File: src/sadbc_pkg.sv
package sadbc_pkg;

  // address bus geometry
  localparam int unsigned ADDR_W = 24;

  // internal i/o region
  localparam logic [23:0] INT_IO_LO    = 24'h00ff80;
  localparam logic [23:0] INT_IO_HI    = 24'h00ffff;
  // extended i/o region
  localparam logic [23:0] EXT_IO_LO    = 24'hf00000;
  localparam logic [23:0] EXT_IO_HI    = 24'hffffff;
  // break address write window
  localparam logic [23:0] BRK_WIN_LO   = 24'hffff00;
  localparam logic [23:0] BRK_WIN_HI   = 24'hffffff;
  // display memory window and its used part
  localparam logic [23:0] VRAM_LO      = 24'hc00000;
  localparam logic [23:0] VRAM_HI      = 24'hc1ffff;
  localparam logic [23:0] VRAM_USED    = 24'h002580;
  // sram: primary region, and the wrapped 2mb base image
  localparam logic [23:0] SRAM_LO      = 24'h780000;
  localparam logic [23:0] SRAM_HI      = 24'h7fffff;
  localparam logic [23:0] SRAM_WRAP_LO = 24'h600000;
  // flash: 2mb array and page-zero image of its lowest 64kb
  localparam logic [23:0] FLASH_LO     = 24'h000000;
  localparam logic [23:0] FLASH_HI     = 24'h1fffff;
  localparam logic [23:0] PZ_FLASH_HI  = 24'h00ff7f;
  // page-zero i/o slots
  localparam logic [23:0] GA_REG_LO    = 24'h00ff80;
  localparam logic [23:0] GA_EXP_LO    = 24'h00ffa0;
  localparam logic [23:0] CARD1_LO     = 24'h00ffb0;
  localparam logic [23:0] CARD2_LO     = 24'h00ffb4;
  localparam logic [23:0] CARD3_LO     = 24'h00ffc0;
  localparam logic [23:0] OPT_LO       = 24'h00ffd0;
  localparam logic [23:0] OPT2_LO      = 24'h00ffd8;
  localparam logic [23:0] OPT_HI       = 24'h00ffdf;
  localparam logic [23:0] GA_REG_HI    = 24'h00ff9f;
  localparam logic [23:0] GA_EXP_HI    = 24'h00ffaf;
  localparam logic [23:0] CARD_SPAN    = 24'h000001;

  // value after reset
  localparam logic [23:0] BRK_RST      = 24'h000000;

endpackage : sadbc_pkg

File: src/sadbc_top.sv
`timescale 1ns/1ns
module sadbc_top
  import sadbc_pkg::*;
(
  // clock and reset
  input  wire logic                       sys_clk,
  input  wire logic                       srst,
  // cpu bus
  input  wire logic [sadbc_pkg::ADDR_W-1:0] cpu_addr,
  input  wire logic                       cpu_cycle,
  input  wire logic                       cpu_write,
  // memory selects
  output logic                            flash_select_n,
  output logic                            sram_select,
  output logic                            vram_select,
  output logic                            vram_data_hit,
  // i/o selects
  output logic                            int_io_select,
  output logic                            ext_io_select,
  output logic                            card_reader_sel_1,
  output logic                            card_reader_sel_2,
  output logic                            card_reader_sel_3,
  // break compare
  output logic                            program_patch_service,
  output logic [sadbc_pkg::ADDR_W-1:0]   break_addr,
  // option peripheral selects, split off the shared option decode
  output logic                            option_periph_sel_1,
  output logic                            option_periph_sel_2
);
  import sadbc_pkg::*;

  // ==========================================================
  // elaboration checks
  // the comparators and state fields are sized for a 24-bit bus; a package
  // edit that breaks the window order would silently drop or double selects
  initial
  begin
    if (ADDR_W != 24)
      $error("sadbc_top: address bus must be 24 bits wide");
    if (VRAM_USED > (VRAM_HI - VRAM_LO + 24'h000001))
      $error("sadbc_top: used display area exceeds its window");
    if (SRAM_WRAP_LO > SRAM_LO)
      $error("sadbc_top: sram image must start below the primary region");
    if (PZ_FLASH_HI >= INT_IO_LO)
      $error("sadbc_top: page-zero flash image overlaps internal i/o");
    if (!((OPT_LO < OPT2_LO) && (OPT2_LO <= OPT_HI)))
      $error("sadbc_top: option split must fall inside the option window");
    if (BRK_WIN_LO < EXT_IO_LO)
      $error("sadbc_top: break window must lie in extended i/o");
    if ((CARD1_LO < INT_IO_LO) || ((CARD3_LO + CARD_SPAN) > INT_IO_HI))
      $error("sadbc_top: card reader slots must sit in internal i/o");
    if ((GA_REG_HI >= GA_EXP_LO) || (GA_EXP_HI >= CARD1_LO))
      $error("sadbc_top: gate-array bases overlap the card reader slots");
    if ((SRAM_HI < SRAM_LO) || (FLASH_HI >= SRAM_WRAP_LO))
      $error("sadbc_top: flash and sram windows overlap");
    if (VRAM_HI >= EXT_IO_LO)
      $error("sadbc_top: display window overlaps extended i/o");
  end

  // ==========================================================
  // state
  typedef struct packed {
    // break compare
    logic [23:0] brk;
    logic        nmi;
    // memory selects
    logic        flash_n;
    logic        sram;
    logic        vram;
    logic        vram_dat;
    // i/o selects
    logic        int_io;
    logic        ext_io;
    logic [2:0]  card;
    logic [1:0]  opt;
  } sadbc_state_s;

  sadbc_state_s st_reg;
  sadbc_state_s st_next;

  // ==========================================================
  // range decoders
  localparam int NSLOT = 10;
  logic [NSLOT-1:0] hit;
  logic [23:0]      lo_t [NSLOT];
  logic [23:0]      hi_t [NSLOT];

  // each window is one slot comparator; overlaps are settled in next state
  assign lo_t[0] = INT_IO_LO;
  assign hi_t[0] = INT_IO_HI;
  assign lo_t[1] = EXT_IO_LO;
  assign hi_t[1] = EXT_IO_HI;
  assign lo_t[2] = BRK_WIN_LO;
  assign hi_t[2] = BRK_WIN_HI;
  assign lo_t[3] = VRAM_LO;
  assign hi_t[3] = VRAM_HI;
  assign lo_t[4] = SRAM_WRAP_LO;
  assign hi_t[4] = SRAM_HI;
  assign lo_t[5] = FLASH_LO;
  assign hi_t[5] = FLASH_HI;
  assign lo_t[6] = GA_REG_LO;
  assign hi_t[6] = GA_REG_HI;
  assign lo_t[7] = GA_EXP_LO;
  assign hi_t[7] = GA_EXP_HI;
  assign lo_t[8] = OPT_LO;
  assign hi_t[8] = OPT_HI;
  assign lo_t[9] = FLASH_LO;
  assign hi_t[9] = PZ_FLASH_HI;

  genvar gi;
  generate
    for (gi = 0; gi < NSLOT; gi++)
    begin : g_slot
      sadbc_slot #(.W(24)) u_slot (
        .addr (cpu_addr),
        .lo   (lo_t[gi]),
        .hi   (hi_t[gi]),
        .hit  (hit[gi])
      );
    end
  endgenerate

  // card reader slots: only the lower two bytes of each slot respond
  logic [2:0]  card_hit;
  logic [23:0] card_base [3];
  assign card_base[0] = CARD1_LO;
  assign card_base[1] = CARD2_LO;
  assign card_base[2] = CARD3_LO;

  generate
    for (gi = 0; gi < 3; gi++)
    begin : g_card
      sadbc_slot #(.W(24)) u_card (
        .addr (cpu_addr),
        .lo   (card_base[gi]),
        .hi   (card_base[gi] + CARD_SPAN),
        .hit  (card_hit[gi])
      );
    end
  endgenerate

  // gate-array internal bases never leave the block
  logic gate_array_reg_select;
  logic ga_exp_base;
  logic option_decode_select;
  assign gate_array_reg_select = hit[6] & ~(|card_hit);
  assign ga_exp_base           = hit[7] & ~(|card_hit);
  // shared option decode; both option selects are split off it below
  assign option_decode_select  = hit[8];

  // ==========================================================
  // next state
  // one cycle of latency buys registered, glitch-free selects and nmi
  always_comb
  begin
    st_next = st_reg;
    // stored break value; a write also compares, but the old value is used
    if (cpu_cycle && cpu_write && hit[2])
    begin
      st_next.brk = cpu_addr;
    end
    // full 24-bit compare on every bus cycle, no enable needed
    st_next.nmi = cpu_cycle && (cpu_addr == st_reg.brk);
    // page-zero flash image excludes the i/o area at its top
    st_next.flash_n  = ~(cpu_cycle && (hit[5] || hit[9]) && !hit[0]);
    st_next.sram     = cpu_cycle && hit[4];
    st_next.vram     = cpu_cycle && hit[3];
    st_next.vram_dat = cpu_cycle && hit[3]
                       && ((cpu_addr - VRAM_LO) < VRAM_USED);
    st_next.int_io   = cpu_cycle && hit[0];
    st_next.ext_io   = cpu_cycle && hit[1];
    st_next.card     = cpu_cycle ? card_hit : 3'h0;
    // option selects split off the shared option decode
    st_next.opt[0]   = cpu_cycle && option_decode_select && (cpu_addr < OPT2_LO);
    st_next.opt[1]   = cpu_cycle && option_decode_select && (cpu_addr >= OPT2_LO);
    // synchronous reset wins over any cycle; the flash enable parks inactive
    if (srst)
    begin
      st_next         = '0;
      st_next.brk     = BRK_RST;
      st_next.flash_n = 1'b1;
    end
  end

  always_ff @(posedge sys_clk)
  begin
    st_reg <= st_next;
  end

  // ==========================================================
  // outputs
  // every select leaves a flip-flop, so no enable glitches while the bus settles
  assign flash_select_n        = st_reg.flash_n;
  assign sram_select           = st_reg.sram;
  assign vram_select           = st_reg.vram;
  assign vram_data_hit         = st_reg.vram_dat;
  assign int_io_select         = st_reg.int_io;
  assign ext_io_select         = st_reg.ext_io;
  assign card_reader_sel_1     = st_reg.card[0];
  assign card_reader_sel_2     = st_reg.card[1];
  assign card_reader_sel_3     = st_reg.card[2];
  assign program_patch_service = st_reg.nmi;
  assign break_addr            = st_reg.brk;
  assign option_periph_sel_1   = st_reg.opt[0];
  assign option_periph_sel_2   = st_reg.opt[1];

  // internal bases are decoded for register use inside the array only
  logic ga_base_unused;
  assign ga_base_unused = gate_array_reg_select ^ ga_exp_base;

endmodule : sadbc_top

File: src/sadbc_slot.sv
`timescale 1ns/1ns
// range comparator: hit when lo <= addr <= hi
module sadbc_slot #(
  parameter int unsigned W = 24
) (
  // address and bounds
  input  wire logic [W-1:0] addr,
  input  wire logic [W-1:0] lo,
  input  wire logic [W-1:0] hi,
  // result
  output logic              hit
);
  initial
  begin
    if (W < 1) $error("sadbc_slot: width must be positive");
  end

  assign hit = (addr >= lo) && (addr <= hi);

endmodule : sadbc_slot

File: config.mk
export PLATFORM = sky130hd
export DESIGN_NAME = sadbc_top
export DESIGN_NICKNAME = d
export VERILOG_FILES = /design/src/sadbc_pkg.sv /design/src/sadbc_top.sv /design/src/sadbc_slot.sv
export SDC_FILE = /design/constraint.sdc
export NUM_CORES = 1
export LEC_CHECK = 0
export ABC_CLOCK_PERIOD_IN_PS = 2180
export BUFFER_PORTS_ARGS = -buffer_cell sky130_fd_sc_hd__buf_2
export CAP_MARGIN = 20
export CORE_MARGIN = 1
export CORE_UTILIZATION = 51
export DETAILED_ROUTE_END_ITERATION = 8
export PLACE_DENSITY_LB_ADDON = 0.08
export SYNTH_ARGS = -nofsm -noshare
export SYNTH_HDL_FRONTEND = slang
export SYNTH_SLANG_ARGS = --single-unit
File: constraint.sdc
create_clock -name sys_clk -period 2.18 [get_ports sys_clk]
set_input_delay 0.218 -clock sys_clk [delete_from_list [all_inputs] [get_ports sys_clk]]
set_output_delay 0.218 -clock sys_clk [all_outputs]
set_load 0.02 [all_outputs]
Word-level counts from Yosys, hierarchy flattened
Index checks and enable logic that the tools add are counted.
- add/sub/neg operators: 1
- $lt $le $gt $ge: 23
- equal/unequal tests: 1
- bitwise gates (word level): 2
- reductions and logical operators: 27
- operator list (cell ; number):
    $ge 24x16->1 const B ; 6
    $le 24x16->1 const B ; 6
    $ge 24x24->1 const B ; 3
    $le 24x24->1 const B ; 2
    $eq 24x24->1 ; 1
    $ge 24x1->1 const B ; 1
    $ge 24x23->1 const B ; 1
    $le 24x21->1 const B ; 1
    $le 24x23->1 const B ; 1
    $logic_and 1x1->1 ; 24
    $lt 24x14->1 const B ; 1
    $lt 24x16->1 const B ; 1
    $sub 24x24->24 const B ; 1
    $not 1->1 ; 2
    $reduce_or 2->1 ; 1
    $logic_not 1->1 ; 1
    $logic_or 1x1->1 ; 1
- register bits: 36
- input port bits: 28
- word-level logic and storage cells: 64

Depth between registers and ports, before layout
- depth after elaboration: 6
- depth in mapped cells: 6
- mapped depth without buffers: 4

Hierarchy
Synthesis repeated with hierarchy kept, for this count alone.
- cell total of the unflattened synthesis: 1975
- area, all modules: 14542.7 um^2
- modules (own cells, without submodules) (module ; instances ; cells each ; area each (um^2) ; sequential area each (um^2)):
    sadbc_slot ; 11 ; 163 ; 1183.6 ; 0.0
    sadbc_top ; 1 ; 182 ; 1522.7 ; 720.7

Least setup slack after synthesis
OpenSTA, ideal clock, no wires.
- path type: input to register
- start point: in cpu_addr[20] in the netlist's numbering
- end point: reg st_reg (netlist bit card_reader_sel_1)
- arrival time: 1.221 ns
- data required time: 2.088 ns
- path slack: 0.867 ns
- stages: 4
- buffers on the path: 0
- path through: or4_4 > nor2_4 > nand2_2 > nor4_1
- cells in the longest elaborated chain, start to end: 2
- elaborated cells on any way between the ends: 3
- ends and longest elaborated chain (element ; line ; source):
    start, declared ; sadbc_top.sv:9 ; input wire logic [sadbc_pkg::ADDR_W-1:0] cpu_addr,
    $ge 24x16->1 / $le 24x16->1 (equally long branches) ; sadbc_slot.sv:18 ; assign hit = (addr >= lo) && (addr <= hi);
    $logic_and 1x1->1 * ; sadbc_slot.sv:18 ;
    end signal, assigned ; sadbc_top.sv:187 ; st_reg <= st_next;
    end, declared ; sadbc_top.sv:78 ; sadbc_state_s st_reg;
Mark *: on every way between the ends. The rest lies on a longest branch, timed or not.
A chain may end at the register's enable or synchronous reset.

Final worst setup path
- start point: reg st_reg (netlist bit break_addr[20])
- end point: reg st_reg (netlist bit program_patch_service)
- cells in the longest elaborated chain, start to end: 2
- ends and longest elaborated chain (element ; line ; source):
    $eq 24x24->1 ; sadbc_top.sv:163 ; st_next.nmi = cpu_cycle && (cpu_addr == st_reg.brk);
    $logic_and 1x1->1 ; sadbc_top.sv:163 ;
No other way between the ends.

==> flow_metrics.tcl <==
set metrics [dict create \
    gr-usage-all-layers_pct 26.61 \
    hold_viol 0 \
    diodes 0 \
    drt_wl_total_um 4230 \
    synth_area_leader_cell "dfxtp_1" \
    avgSynthCellArea_sq_um 8.987 \
    drive_above_1_share_pct 34.96 \
    dieArea_sq_um 3419 \
    path_max_fanout 3 \
    core_area_sq_um 3028 \
    cts_tree "built" \
    syn_to_final_growth_pct 25.85 \
    dp.cells 282 \
    synth_compound_area_share_pct 13.00 \
    status "complete, no violations" \
    period_minus_slack_ps 1396 \
    first_pass_iters 4 \
    drc 0 \
    wire_per_inst_um 14.59 \
    fin_ws_ps 784.4 \
    synthAdderAreaFrac_pct 0 \
    clock_latency_ps 350 \
    max_slew.worst_pin.slew_ps 523.3 \
    synthesis.nets 209 \
    grt_pass1_vias 1414 \
    grt_first_pass_wirelength_um 6699 \
    port_buffers 63 \
    ios 64 \
    cts-root-buf "clkbuf_4" \
    yosysUniqueCellTypes 34 \
    die_w_um 58.48 \
    grt_remaining_overflow 0 \
    finalSetupTns_ps 0 \
    layout.cells.non_filler 290 \
    p_leak_uw 0.0009037 \
    gp_congestion 0.8418 \
    path_class "flop to flop" \
    required_ps 2440 \
    ant_nets 0 \
    cts_resized 0 \
    slew_violations 0 \
    yosysSeqAreaShare_pct 44.31 \
    setup_viol 0 \
    grt_max_degree 27 \
    max_freq_ghz 0.7165 \
    hold_path.class "input pin to flop" \
    routed_via_density 5.434 \
    start_kind "flop" \
    synthSimpleGateAreaFrac_pct 26.08 \
    vias 1576 \
    nNetsFinal 273 \
    synth_seq_cells 36 \
    finalCritPeriodShare_pct 64.02 \
    syn_inst 181 \
    dp_slack_ps 591.7 \
    final_core_util_pct 67.60 \
    synth_top_area_share_pct 44.31 \
    cap_violations 0 \
    netlist_area_sq_um 1627 \
    post_cts_buffers 0 \
    crit_arrival_ps 1660 \
    clockBufferDepth 2 \
    rows 20 \
    synth_top_family_by_area "simple AND/OR/NAND/NOR gates" \
    clkSinkCount 36 \
    yosysWarningCount 0 \
    synthMuxAreaShare_pct 0 \
    cts_hold_buf 0 \
    p_per_area_nw_per_um2 599.6 \
    power_uw 1227 \
    drt_first_iter_violations 45 \
    skew_ps 9.898 \
    grt_setup_unrepaired "no" \
    synth-xor-area-share_pct 12.92 \
    clk_pin_slew_worst_paths_ps 120 \
    irDropWorstVdd_uv 437.6 \
    antenna_found_initial 0 \
    ctsHtreeMaxLevel 2 \
    slew_headroom_pct 65.12 \
    synthTopCellsByArea "dfxtp_1 44%, a21oi_1 7.1%, xor2_1 7.0%" \
    initial_utilization_pct 53.72 \
    dp_hpwl_um 3223 \
    numCtsBuffers 5 \
    cp-end-kind "flop" \
    dieHeight_um 58.48 \
]
-- area by class of cell --
type | instances | area [sq um]
timing repair buffer | 67 | 345.3
inverter | 1 | 3.754
fill | 272 | 980.9
multi-input combinational | 134 | 845.8
clock inverter | 2 | 35.03
sequential | 36 | 720.7
clock buffer | 6 | 41.29
tap | 44 | 55.05
-- sequential cells by signal (all words and copies together) (netlist names) --
name	flops
ext_io_select	1
program_patch_service	1
vram_select	1
card_reader_sel_1	1
vram_data_hit	1
card_reader_sel_3	1
option_periph_sel_2	1
int_io_select	1
option_periph_sel_1	1
break_addr	24
sram_select	1
card_reader_sel_2	1
flash_select_n	1
-- per-layer routing --
layer  global-route usage, %  wire [um]  vias to the layer above
li1                        -          -                      768
met1                   33.24       1807                      725
met2                   43.68       2055                       73
met3                   7.253        295                       10
met4                   10.54         72                        0
met5                       0          0                        -
-- cells in the final DEF (no fill, tap or decap), types with 2 or more instances in the layout --
cell / netlist / final
nand3_2: 3 / 3
buf_2: 3 / 63
nand2_1: 5 / 5
dfxtp_1: 36 / 36
xnor2_1: 11 / 11
nor3_1: 7 / 7
a21oi_2: 3 / 3
nand3_1: 10 / 10
nor4_1: 6 / 6
o21ai_0: 9 / 9
and2_1: 2 / 2
buf_4: 2 / 4
and4_1: 3 / 3
xor2_1: 13 / 13
nand4_1: 5 / 5
a21oi_1: 23 / 23
nor2_1: 20 / 20
clkbuf_4: 0 / 5
-- critical path, stage by stage (launching register included) --
cell,delay [ps]
dfxtp_1,360
xor2_1,160
nor4_1,370
nand4_1,150
nor4_1,260
-- power by group --
| part | internal, uW | switching (uW) |
|---|---|---|
| registers | 658 | 0.170 |
| logic | 40.8 | 65.1 |
| clock network | 240 | 223 |
| total | 939 | 288 |
-- kinds of logic after synthesis --
logic type / Yosys count
AO/OA/AOI/OAI: 38
XOR/XNOR: 24
buffers and inverters: 11
flip-flops: 36
AND/OR/NAND/NOR: 72
-- metrics by stage --
step / area, sq um / hold slack [ps]
CTS: 2047 / 70.24
global placement: 1971 / 442.7
global route: 2047 / 71.71
finish: 2047 / 74.11
detailed placement: 1971 / 455.7
floorplan: 1627 / 293.4
-- cells in the mapped netlist --
cell type and number:
o2bb2ai_1 1, and2_1 2, and3b_1 1, nand3b_1 1, dfxtp_1 36, nor4_4 1
xnor2_1 11, nand4_1 5, buf_6 1, nor2b_1 1, nand3_1 10, nand3_2 3
a211o_1 1, or4_4 1, nand4_2 1, nor2_1 20, and4_1 3, buf_2 3
a21o_1 1, a21oi_2 3, clkbuf_1 4, inv_1 1, nor4_1 6, nand2_1 5
nand2b_1 1, buf_4 2, nor3_2 1, xor2_1 13, nand2_2 1, a21oi_1 23
nor3_1 7, o21ai_0 9, nor2_4 1, or3_1 1
-- path summary, 6_finish.rpt --
kind,startpoint,to,slack (ps),depth (start not counted)
max reg2reg,break_addr[20]$_SDFFE_PP0P_,program_patch_service$_SDFF_PP0_,780,4
max,break_addr[20]$_SDFFE_PP0P_,program_patch_service$_SDFF_PP0_,780,4
min reg2reg,break_addr[5]$_SDFFE_PP0P_,break_addr[5]$_SDFFE_PP0P_,510,2
min,cpu_addr[13],vram_data_hit$_SDFF_PP0_,70,2
No activity file was read; power rests on OpenSTA's default activity.
